--- config.mk ---
export PLATFORM = sky130hd
export DESIGN_NAME = alc_compare
export DESIGN_NICKNAME = d
export VERILOG_FILES = /design/src/common/alc_pkg.sv /design/src/rtl/alc_compare.sv
export SDC_FILE = /design/constraint.sdc
export NUM_CORES = 1
export LEC_CHECK = 0
export ABC_AREA = 1
export BUFFER_PORTS_ARGS = -buffer_cell sky130_fd_sc_hd__buf_2
export CORE_ASPECT_RATIO = 1.75
export CORE_MARGIN = 10
export CORE_UTILIZATION = 50
export DETAILED_ROUTE_END_ITERATION = 6
export PLACE_DENSITY_LB_ADDON = 0.25
export REMOVE_ABC_BUFFERS = 1
export SYNTH_ARGS = -nofsm -noshare
export SYNTH_HDL_FRONTEND = slang
export SYNTH_SLANG_ARGS = --single-unit
--- constraint.sdc ---
create_clock -name mclk -period 3.2 [get_ports mclk]
set_input_delay 0.8 -clock mclk [delete_from_list [all_inputs] [get_ports mclk]]
set_output_delay 0.8 -clock mclk [all_outputs]
set_load 0.02 [all_outputs]
--- src/common/alc_pkg.sv ---
package alc_pkg;

  // ----------------------------------------------------------------
  // Register map
  // ----------------------------------------------------------------
  localparam logic [7:0] ALC_ADDR_LED3 = 8'h18; // led3_sink_level
  localparam logic [7:0] ALC_ADDR_LED2 = 8'h19; // led2_sink_level
  localparam logic [7:0] ALC_ADDR_LED1 = 8'h1a; // led1_sink_level
  localparam logic [7:0] ALC_ADDR_CFG1 = 8'h1b; // sensor_one_comparator_setup
  localparam logic [7:0] ALC_ADDR_CFG2 = 8'h1c; // sensor_two_comparator_setup
  localparam logic [7:0] ALC_ADDR_OTHR = 8'h1d; // office_level_threshold
  localparam logic [7:0] ALC_ADDR_OHYS = 8'h1e; // office_level_hysteresis
  localparam logic [7:0] ALC_REG_RST   = 8'h00; // Reset value of all regs
  localparam logic [7:0] ALC_UNMAPPED  = 8'h00; // Read of a hole

  // ----------------------------------------------------------------
  // Widths
  // ----------------------------------------------------------------
  localparam int ALC_CODE_W = 7;  // Sink current code
  localparam int ALC_CONV_W = 13; // Conversion value
  localparam int ALC_ACC_W  = 20; // Filter accumulator, 128 samples
  localparam int ALC_CNT_W  = 7;  // Filter sample counter
  localparam int ALC_TICK_W = 24; // Conversion interval counter
  // Office codes are 8x coarser than the conversion LSB
  localparam int ALC_OFFICE_SHIFT = 3;

  // ----------------------------------------------------------------
  // Timing
  // ----------------------------------------------------------------
  localparam int ALC_CLK_KHZ     = 200000; // mclk rate
  localparam int ALC_CONV_MS     = 80;     // Conversion interval
  localparam int ALC_CONV_CYCLES = ALC_CONV_MS * ALC_CLK_KHZ;

  // ----------------------------------------------------------------
  // Types
  // ----------------------------------------------------------------
  // Comparator setup byte, bit 7 down to bit 0
  typedef struct packed {
    logic [2:0] period;     // Smoothing period code
    logic       force_rd;   // One-shot conversion request
    logic       dark_out;   // Dark comparator result
    logic       office_out; // Office comparator result
    logic       dark_en;    // Dark comparator enable
    logic       office_en;  // Office comparator enable
  } alc_cmp_cfg_t;

  // Register port request from the serial interface engine
  typedef struct packed {
    logic [7:0] addr;  // Register address
    logic [7:0] wdata; // Write data
    logic       wr;    // Write strobe
    logic       rd;    // Read strobe
  } alc_reg_req_t;

  // Backlight level chosen by one sensor input
  typedef enum logic [1:0] {
    ALC_DAYLIGHT = 2'b00,
    ALC_OFFICE   = 2'b01,
    ALC_DARK     = 2'b10
  } alc_level_t;

endpackage

--- src/rtl/alc_compare.sv ---
`timescale 1ns/1ps
module alc_compare
  import alc_pkg::*;
#(
  parameter int unsigned CONV_CYCLES = ALC_CONV_CYCLES
) (
  input  wire logic                  mclk,
  input  wire logic                  rst_n,
  input  wire alc_reg_req_t          reg_req,
  output logic [7:0]                 reg_rd_data,
  input  wire logic [ALC_CONV_W-1:0] first_light_input,
  input  wire logic [ALC_CONV_W-1:0] second_light_input,
  input  wire logic                  backlight_on,
  input  wire logic                  sinks_running,
  input  wire logic [7:0]            dark_threshold_code,
  input  wire logic [7:0]            dark_hysteresis_code,
  output logic [ALC_CODE_W-1:0]      led1_current_code,
  output logic [ALC_CODE_W-1:0]      led2_current_code,
  output logic [ALC_CODE_W-1:0]      led3_current_code,
  output alc_level_t                 level_one,
  output alc_level_t                 level_two,
  output logic [ALC_CONV_W-1:0]      conv_value_one,
  output logic [ALC_CONV_W-1:0]      conv_value_two
);

  // ----------------------------------------------------------------
  // Functions
  // ----------------------------------------------------------------
  // Last sample index of a smoothing window of 2^p conversions
  function automatic logic [ALC_CNT_W-1:0] last_idx(input logic [2:0] p);
    last_idx = (7'h01 << p) - 7'h01;
  endfunction

  // Hysteresis comparator: trip below thr, release above thr+hys
  function automatic logic hyst(input logic                  cur,
                                input logic [ALC_CONV_W-1:0] val,
                                input logic [7:0]            thr,
                                input logic [7:0]            hys);
    logic [ALC_CONV_W-1:0] lo;
    logic [ALC_CONV_W-1:0] hi;
    lo = {5'h00, thr};
    hi = lo + {5'h00, hys};
    if (val < lo) begin
      hyst = 1'b1;
    end else if (val > hi) begin
      hyst = 1'b0;
    end else begin
      hyst = cur;
    end
  endfunction

  // ----------------------------------------------------------------
  // Register storage
  // ----------------------------------------------------------------
  logic [ALC_CODE_W-1:0] led_q [3];     // LED1..3 sink codes
  logic [7:0]            othr_q;        // Office threshold code
  logic [7:0]            ohys_q;        // Office hysteresis code
  logic [2:0]            period_q [2];  // Smoothing period per input
  logic [1:0]            force_q;       // One-shot requests
  logic [1:0]            den_q;         // Dark comparator enables
  logic [1:0]            oen_q;         // Office comparator enables
  logic [1:0]            dark_q;        // Dark results
  logic [1:0]            office_q;      // Office results
  logic [7:0]            rd_q;          // Registered read data

  // Decoded strobes
  wire          wr_led3  = reg_req.wr && reg_req.addr == ALC_ADDR_LED3;
  wire          wr_led2  = reg_req.wr && reg_req.addr == ALC_ADDR_LED2;
  wire          wr_led1  = reg_req.wr && reg_req.addr == ALC_ADDR_LED1;
  wire          wr_othr  = reg_req.wr && reg_req.addr == ALC_ADDR_OTHR;
  wire          wr_ohys  = reg_req.wr && reg_req.addr == ALC_ADDR_OHYS;
  wire [1:0]    cfg_we;  // Setup register writes per input
  wire alc_cmp_cfg_t wcfg = alc_cmp_cfg_t'(reg_req.wdata);
  assign cfg_we[0] = reg_req.wr && reg_req.addr == ALC_ADDR_CFG1;
  assign cfg_we[1] = reg_req.wr && reg_req.addr == ALC_ADDR_CFG2;

  // ----------------------------------------------------------------
  // Conversion interval
  // ----------------------------------------------------------------
  logic [ALC_TICK_W-1:0] tick_cnt_q; // Counts mclk within one interval
  wire tick = tick_cnt_q == ALC_TICK_W'(CONV_CYCLES - 1);

  // Free-running interval counter
  always_ff @(posedge mclk or negedge rst_n) begin
    if (!rst_n) begin
      tick_cnt_q <= '0;
    end else begin
      tick_cnt_q <= tick ? '0 : tick_cnt_q + 1'b1;
    end
  end

  // ----------------------------------------------------------------
  // Per-input conversion, smoothing and comparators
  // ----------------------------------------------------------------
  logic [ALC_CONV_W-1:0] sample [2];   // Live input per channel
  logic [ALC_CONV_W-1:0] conv_q [2];   // Latest result, smoothed or one-shot raw
  logic [1:0]            vld_q;        // New value in conv_q
  logic [1:0]            busy_q;       // Forced conversion in flight
  logic [1:0]            fstart;       // Forced conversion accepted
  logic [1:0]            fdrop;        // Forced request ignored
  logic [1:0]            pstep;        // Periodic sample taken
  alc_level_t            level [2];    // Chosen backlight level

  assign sample[0] = first_light_input;
  assign sample[1] = second_light_input;

  for (genvar i = 0; i < 2; i++) begin : g_ch
    logic [ALC_ACC_W-1:0] acc_q;  // Window accumulator
    logic [ALC_CNT_W-1:0] cnt_q;  // Samples in window so far
    wire  [ALC_ACC_W-1:0] acc_n = acc_q + {7'h00, sample[i]};
    wire  [ALC_CONV_W-1:0] conv_office =
      conv_q[i] >> ALC_OFFICE_SHIFT;
    wire  win_end = cnt_q == last_idx(period_q[i]);

    // accept one-shot only with sinks running, backlight off
    assign fstart[i] = force_q[i] && !busy_q[i] && sinks_running
                       && !backlight_on;
    assign fdrop[i]  = force_q[i] && !busy_q[i] && backlight_on;
    // periodic sampling while the sensor is in use
    assign pstep[i]  = tick && backlight_on && (den_q[i] || oen_q[i]);

    // Smoothing window and conversion result
    always_ff @(posedge mclk or negedge rst_n) begin
      if (!rst_n) begin
        acc_q     <= '0;
        cnt_q     <= '0;
        conv_q[i] <= '0;
        vld_q[i]  <= 1'b0;
        busy_q[i] <= 1'b0;
      end else begin
        vld_q[i] <= 1'b0;
        if (fstart[i]) begin
          // One raw conversion, window left untouched
          conv_q[i] <= sample[i];
          vld_q[i]  <= 1'b1;
          busy_q[i] <= 1'b1;
        end else if (cfg_we[i]) begin // New setup, fresh window
          acc_q     <= '0;
          cnt_q     <= '0;
        end else if (pstep[i] && win_end) begin
          conv_q[i] <= ALC_CONV_W'(acc_n >> period_q[i]);
          vld_q[i]  <= 1'b1;
          acc_q     <= '0;
          cnt_q     <= '0;
        end else if (pstep[i]) begin
          acc_q <= acc_n;
          cnt_q <= cnt_q + 1'b1;
        end
        if (vld_q[i]) begin
          busy_q[i] <= 1'b0;
        end
      end
    end

    always_ff @(posedge mclk or negedge rst_n) begin
      if (!rst_n) begin
        dark_q[i]   <= 1'b0;
        office_q[i] <= 1'b0;
      end else begin
        if (!den_q[i]) begin
          dark_q[i] <= 1'b0;
        end else if (vld_q[i]) begin
          dark_q[i] <= hyst(dark_q[i], conv_q[i], dark_threshold_code,
                            dark_hysteresis_code);
        end
        if (!oen_q[i]) begin
          office_q[i] <= 1'b0;
        end else if (vld_q[i]) begin
          // office trip, 4.3 uA scaled codes
          office_q[i] <= hyst(office_q[i], conv_office, othr_q, ohys_q);
        end
      end
    end

    assign level[i] = dark_q[i]   ? ALC_DARK   :
                      office_q[i] ? ALC_OFFICE : ALC_DAYLIGHT;
  end

  // ----------------------------------------------------------------
  // Register writes
  // ----------------------------------------------------------------
  // Plain read/write registers
  always_ff @(posedge mclk or negedge rst_n) begin
    if (!rst_n) begin
      led_q[0] <= ALC_CODE_W'(ALC_REG_RST);
      led_q[1] <= ALC_CODE_W'(ALC_REG_RST);
      led_q[2] <= ALC_CODE_W'(ALC_REG_RST);
      othr_q   <= ALC_REG_RST;
      ohys_q   <= ALC_REG_RST;
    end else begin
      if (wr_led1) led_q[0] <= reg_req.wdata[ALC_CODE_W-1:0];
      if (wr_led2) led_q[1] <= reg_req.wdata[ALC_CODE_W-1:0];
      if (wr_led3) led_q[2] <= reg_req.wdata[ALC_CODE_W-1:0];
      if (wr_othr) othr_q   <= reg_req.wdata;
      if (wr_ohys) ohys_q   <= reg_req.wdata;
    end
  end

  // both setup registers share one field layout
  for (genvar i = 0; i < 2; i++) begin : g_cfg
    always_ff @(posedge mclk or negedge rst_n) begin
      if (!rst_n) begin
        period_q[i] <= '0;
        force_q[i]  <= 1'b0;
        den_q[i]    <= 1'b0;
        oen_q[i]    <= 1'b0;
      end else begin
        if (cfg_we[i]) begin
          period_q[i] <= wcfg.period;
          den_q[i]    <= wcfg.dark_en;
          oen_q[i]    <= wcfg.office_en;
        end
        // self-clear once results valid; a write-1 wins
        if (cfg_we[i] && wcfg.force_rd) begin
          force_q[i] <= 1'b1;
        end else if ((busy_q[i] && vld_q[i]) || fdrop[i]) begin
          force_q[i] <= 1'b0;
        end
      end
    end
  end

  // ----------------------------------------------------------------
  // Register reads
  // ----------------------------------------------------------------
  alc_cmp_cfg_t rcfg [2]; // Setup read views
  for (genvar i = 0; i < 2; i++) begin : g_rd
    // live results in bits 3 and 2
    assign rcfg[i] = '{period: period_q[i], force_rd: force_q[i],
                       dark_out: dark_q[i], office_out: office_q[i],
                       dark_en: den_q[i], office_en: oen_q[i]};
  end

  logic [7:0] rd_mux; // Read data selected by address
  always_comb begin
    unique case (reg_req.addr)
      ALC_ADDR_LED3: rd_mux = {1'b0, led_q[2]};
      ALC_ADDR_LED2: rd_mux = {1'b0, led_q[1]};
      ALC_ADDR_LED1: rd_mux = {1'b0, led_q[0]};
      ALC_ADDR_CFG1: rd_mux = rcfg[0];
      ALC_ADDR_CFG2: rd_mux = rcfg[1];
      ALC_ADDR_OTHR: rd_mux = othr_q;
      ALC_ADDR_OHYS: rd_mux = ohys_q;
      default:       rd_mux = ALC_UNMAPPED;
    endcase
  end

  // Read data captured on the read strobe
  always_ff @(posedge mclk or negedge rst_n) begin
    if (!rst_n) begin
      rd_q <= ALC_REG_RST;
    end else if (reg_req.rd) begin
      rd_q <= rd_mux;
    end
  end

  // ----------------------------------------------------------------
  // Outputs
  // ----------------------------------------------------------------
  assign reg_rd_data       = rd_q;
  // codes to the sink DACs, law applied there
  assign led1_current_code = led_q[0];
  assign led2_current_code = led_q[1];
  assign led3_current_code = led_q[2];
  assign level_one         = level[0];
  assign level_two         = level[1];
  assign conv_value_one    = conv_q[0];
  assign conv_value_two    = conv_q[1];

  // ----------------------------------------------------------------
  // Checks
  // ----------------------------------------------------------------
  for (genvar i = 0; i < 2; i++) begin : g_chk
    wire [ALC_CONV_W-1:0] co = conv_q[i] >> ALC_OFFICE_SHIFT;
    wire [ALC_CONV_W-1:0] olim = {5'h00, othr_q} + {5'h00, ohys_q};
    wire [ALC_CONV_W-1:0] dlim = {5'h00, dark_threshold_code}
                                 + {5'h00, dark_hysteresis_code};

  end
endmodule

== After elaboration in Yosys (flattened, before gate mapping) ==
Cells that the tools add are included.
Widths: inputs -> output; s select.
Cells by class
  $lt $le $gt $ge: 8
  shift operators: 4
  $add $sub $neg: 9
  bitwise operators: 2
  eq/ne operators: 20
  muxes and demuxes: 54
  reduce and logical (&&, ||, !) cells: 47
Operators with widths (count)
  $mux 20: 6
  $mux 13: 6
  $eq 8x5->1 const B: 7
  $pmux 8 s7: 1
  $mux 7: 6
  $add 20x13->20: 2
  $shr 20x3->13: 2
  $mux 1: 32
  $gt 10x13->1: 2
  $gt 13x13->1: 2
  $lt 13x8->1: 2
  $add 24x1->24 const B: 1
  $eq 24x24->1 const B: 1
  $logic_and 1x1->1: 24
  $mux 24: 1
  $lt 10x8->1: 2
  $add 8x8->9: 2
  $reduce_and 2->1: 8
  $add 7x1->7 const B: 2
  $eq 7x7->1: 2
  $shl 1x3->7 const A: 2
  $sub 7x1->7 const B: 2
  $ne 2x1->1 const B: 6
  $ne 3x1->1 const B: 4
  other kinds (6): 19
Storage, ports and cells
  word-level logic and storage cells: 173
  bits in registers: 169

== Depth between registers and ports, before layout ==
  word-level depth: 7
  gate-level depth with buffers: 18
  mapped depth without buffers: 18

== Least setup slack after synthesis ==
Ideal clock, no wire load.
  path type: input -> register
  start point: in dark_threshold_code[0]
  end point: reg dark_q[0]
  data required time: 3083 ps
  stages: 16
  setup slack: 283 ps
  arrival time: 2800 ps
  library setup time: 117 ps
  cell sequence: ha_1 -> fa_1 -> a31oi_1 -> xor2_1 -> ha_1 -> a21oi_1 -> o21a_1 -> o21ai_0 -> nand4_1 -> nand2_1 -> nand2_1 -> nand2_1 -> nand2_1 -> nand3_1 -> nand3_1 -> nand2_1
Between the ends
  cells in the longest elaborated chain, start to end: 4
  elaborated cells between the ends (all ways): 8
Ends and longest elaborated chain
  start, declared: RTL line alc_compare.sv:15  | input wire logic [7:0] dark_threshold_code,
  $add 8x8->9 / $lt 13x8->1 (equally long branches)
  $gt 13x13->1 / $mux 1 (equally long branches): RTL line alc_compare.sv:45, alc_compare.sv:43
  $ne 3x1->1 (no source line) / $mux 1 (equally long branches)
  $reduce_and 2->1 (no source line) / $mux 1 (equally long branches)
  end signal, assigned by index: RTL line alc_compare.sv:163  | dark_q[i] <= hyst(dark_q[i], conv_q[i], dark_threshold_code,
  end, declared: RTL line alc_compare.sv:62  | logic [1:0] dark_q;
Several ways; a longest one is shown, not always the timed one. The select of a mux whose other input is x is not followed.
A chain may end at the register's enable or synchronous reset.

== Worst setup path after layout ==
  start point: reg ohys_q[0]
  end point: reg office_q[0]
Between the ends
  cells in the longest elaborated chain, start to end: 4
Ends and longest elaborated chain
  start, declared: RTL line alc_compare.sv:57  | logic [7:0] ohys_q;
  start signal, assigned: RTL line alc_compare.sv:195  | if (wr_ohys) ohys_q <= reg_req.wdata;
  $add 8x8->9
  $gt 10x13->1: RTL line alc_compare.sv:45  | end else if (val > hi) begin
  $ne 3x1->1 (no source line)
  $reduce_and 2->1 (no source line)
  end signal, assigned by index: RTL line alc_compare.sv:170  | office_q[i] <= hyst(office_q[i], conv_office, othr_q, ohys_q);
  end, declared: RTL line alc_compare.sv:63  | logic [1:0] office_q;
Every way passes these cells.

==> flow_summary.json <==
{
  "yosys-mux-area-fraction_pct": 0.241,
  "ir_worst_vdd_uv": 365,
  "postLayoutCellArea_um2": 14800,
  "place.port_buffers": 122,
  "fin_worst_hold_slack_ps": 333,
  "design.portCount": 123,
  "placed_cell_area_um2": 14100,
  "async_flop_share_pct": 100,
  "combinational_family_with_the_most_area_after_synthesis": "simple AND/OR/NAND/NOR gates",
  "gp_congestion": 0.981,
  "grt_pass1_wl_um": 68600,
  "antennaDiodeCount": 0,
  "clock.fmax_ghz": 0.335,
  "cts_tree": "built",
  "drt_pass1_iterations": 6,
  "route.detailed.vias_per_inst": 5.63,
  "outcome": "finished, final reports clean",
  "critPathMaxFanout": 3,
  "initial_core_util_pct": 50.4,
  "synth_cell_types": 59,
  "synthXorXnorAreaFrac_pct": 3.38,
  "final_cell_count_no_fill": 2319,
  "finalCriticalPeriod_ps": 2990,
  "final-setup-viol-count": 0,
  "num_vias": 13047,
  "number_of_clock_sinks": 169,
  "setup.worst_path.class": "reg2reg",
  "fp.dieArea_um2": 33000,
  "synth.cell_area_um2": 13000,
  "cts-hold-fix-buffers": 0,
  "pwr_density_cell_nw_per_um2": 572,
  "clock_tree.root_cell": "sky130_fd_sc_hd__clkbuf_16",
  "ys_seq_elements": 169,
  "maxSlewHeadroom_pct": 46.7,
  "detailedPlace.worstSlack_ps": 2.25,
  "report.final.hold_viol_count": 0,
  "netlist_instances": 1847,
  "post_drt_wl_per_cell_um": 18.5,
  "hold_crit_class": "in2async",
  "fin_ws_ps": 211,
  "most_instantiated_library_cell_after_synthesis": "sky130_fd_sc_hd__nand2_1",
  "avgSynthCellArea_um2": 7.02,
  "pin_slew_with_the_least_headroom_to_its_limit_ps": 799,
  "yosysSeqAreaShare_pct": 32.6,
  "placed_cells_incl_taps": 2287,
  "cell_types_occupying_the_most_area_after_synthesis": "sky130_fd_sc_hd__dfrtp_1 33%, sky130_fd_sc_hd__nand2_1 16%, sky130_fd_sc_hd__ha_1 10%, sky130_fd_sc_hd__nand3_1 6.4%, sky130_fd_sc_hd__inv_1 5.8%",
  "layout-area-overhead-vs-synth_pct": 13.9,
  "remaining_drc_errors": 0,
  "synth_top_area_share_pct": 32.6,
  "synth_ff_type": "sky130_fd_sc_hd__dfrtp_1",
  "crit_arrival_ps": 3330,
  "synth_area_leader_cell": "sky130_fd_sc_hd__dfrtp_1",
  "maxSlewViolCount": 0,
  "number_of_antenna_violations_at_the_first_check_in_global_routing": 0,
  "cts_inserted_buffers": 17,
  "cts_buffer_depth": 2,
  "synthAdderAreaFrac_pct": 10.6,
  "post_route_cells_drive_above_1_share_pct": 12.4,
  "leakagePower_uw": 0.00784,
  "skew_ps": 15.0,
  "critPathRequiredTime_ps": 3540,
  "yosys-top-cells-count": "542 x sky130_fd_sc_hd__nand2_1, 202 x sky130_fd_sc_hd__inv_1, 169 x sky130_fd_sc_hd__dfrtp_1",
  "die_w_um": 142,
  "cts.reportedPaths.clkPinSlew_ps": 80,
  "std_cell_rows": 78,
  "finalNetCount": 2158,
  "die_height_um": 233,
  "place.detailed.hpwl_um": 33900,
  "synth_edf_count": 0,
  "sort_of_element_at_the_end_of_the_critical_path": "flop",
  "critPathLaunchType": "flop",
  "nFillCells": 2497,
  "overflow_left_after_global_routing": 0,
  "synth_warn": 0,
  "grtUsageTotal_pct": 26.2,
  "grt_max_degree": 64,
  "final.period_utilization_pct": 93.4,
  "drc_violation_total_after_the_first_tritonroute_iteration": 934,
  "grt_pass1_vias": 13124,
  "core-area_um2": 25800,
  "synth_compound_gate_area_share_pct": 14.4,
  "clk-insertion-delay-late_ps": 460,
  "htreeDepth": 4,
  "drv.max_cap_violation_count": 0,
  "rsz0062_at_grt": "false",
  "synth-simple-area-share_pct": 30.8,
  "route.antenna.remaining_nets": 0,
  "finalWirelength_um": 43000
}
[critical path: stages (launching register included)]
cell                      delay [ps]
sky130_fd_sc_hd__dfrtp_1         420
sky130_fd_sc_hd__ha_1            260
sky130_fd_sc_hd__fa_1            430
sky130_fd_sc_hd__nand3_1          90
sky130_fd_sc_hd__nand2_1          80
sky130_fd_sc_hd__a21oi_1         130
sky130_fd_sc_hd__o21ai_0         170
sky130_fd_sc_hd__a21o_1          210
sky130_fd_sc_hd__a21oi_2         200
sky130_fd_sc_hd__ha_1            280
sky130_fd_sc_hd__nand2_1          90
sky130_fd_sc_hd__inv_1            60
sky130_fd_sc_hd__nand4_1          80
sky130_fd_sc_hd__nor2_1           50
sky130_fd_sc_hd__a21oi_1         130
sky130_fd_sc_hd__nand2_1          70
sky130_fd_sc_hd__nand2_1          60
sky130_fd_sc_hd__a21oi_1          60
[layer usage]
layer | global-route usage, % | wire length (um)
met1 | 27.8 | 15700
met3 | 4.60 | 2110
met2 | 46.7 | 22400
met5 | 0 | 0
met4 | 16.6 | 2760
[area by class of cell]
class,count,area [um^2],share of cell area [%]
multi-input combinational,1421,7730,52.3
sequential,169,4230,28.6
timing repair buffer,163,975,6.59
inverter,214,805,5.44
clock buffer,18,439,2.97
tap,320,400,2.71
clock inverter,14,203,1.37
[repair_timing]
| action | 4_1_cts | 5_1_grt |
|---|---|---|
| setup buffers | 0 | 0 |
| endpoints found under the setup margin | 0 | 2 |
| resized for setup | 0 | 1 |
[state kept, by name (all words and copies together) (netlist names), 6 cells and up]
signal             flops
led3_current_code      7
reg_rd_data            8
g_ch.cnt_q            14
led1_current_code      7
othr_q                 8
conv_value_one        13
g_ch.acc_q            40
conv_value_two        13
ohys_q                 8
led2_current_code      7
period_q               6
tick_cnt_q            24
[path summary, 6_finish.rpt]
kind                       slack, ps              from                 to  cells past startpoint
min in group mclk                490  g_ch[1].acc_q[7]   g_ch[1].acc_q[7]                      2
max in group asynchronous       2120             rst_n  g_ch[0].acc_q[14]                      2
hold / removal                   330             rst_n           den_q[1]                      1
hold reg to reg                  490  g_ch[1].acc_q[7]   g_ch[1].acc_q[7]                      2
setup / recovery                 210         ohys_q[0]        office_q[0]                     17
setup reg to reg                 210         ohys_q[0]        office_q[0]                     17
[cell families (layout without fill, tap and decap cells)]
group / count (synthesis) / in the layout
multiplexers: 3 / 3
AO/OA/AOI/OAI: 316 / 316
buffers and inverters: 257 / 409
flip-flops: 169 / 169
AND/OR/NAND/NOR: 944 / 944
adder cells (fa/ha/maj): 108 / 108
XOR/XNOR: 50 / 50
[per-stage QoR]
stage                     power (uW)  setup TNS [ps]  utilization [%]
after floorplan                 4930           -5020                -
after global placement          6090               0             54.9
after CTS                       8450               0             57.3
after global routing            9030               0             57.4
final                           8450               0             57.4
after detailed placement        6170               0             54.9
[power breakdown]
group / internal, uW / leakage, uW / switching (uW) / total (uW)
sequential: 2420 / 0.00209 / 613 / 3040
clock: 1220 / 0.000313 / 1060 / 2290
combinational: 1170 / 0.00544 / 1960 / 3130
[placed cells by master, fill, tap and decap left out, types with 6 or more instances in the layout]
master	count
sky130_fd_sc_hd__o22ai_1	14
sky130_fd_sc_hd__o2111ai_1	6
sky130_fd_sc_hd__o211ai_1	10
sky130_fd_sc_hd__o22ai_2	10
sky130_fd_sc_hd__o21ai_1	8
sky130_fd_sc_hd__nand3_1	166
sky130_fd_sc_hd__o21ai_2	11
sky130_fd_sc_hd__buf_4	37
sky130_fd_sc_hd__a21oi_1	80
sky130_fd_sc_hd__dfrtp_1	169
sky130_fd_sc_hd__inv_1	202
sky130_fd_sc_hd__a31oi_1	6
sky130_fd_sc_hd__o21ai_0	138
sky130_fd_sc_hd__buf_2	121
sky130_fd_sc_hd__xor2_1	30
sky130_fd_sc_hd__nor2_1	144
sky130_fd_sc_hd__xnor2_1	20
sky130_fd_sc_hd__nand3b_1	7
sky130_fd_sc_hd__o21a_1	7
sky130_fd_sc_hd__ha_1	104
sky130_fd_sc_hd__nand4_1	24
sky130_fd_sc_hd__clkbuf_16	17
sky130_fd_sc_hd__nand2_1	542
sky130_fd_sc_hd__inv_2	8
sky130_fd_sc_hd__nor3_1	32
Note: power is estimated with default switching activity, not from simulation.
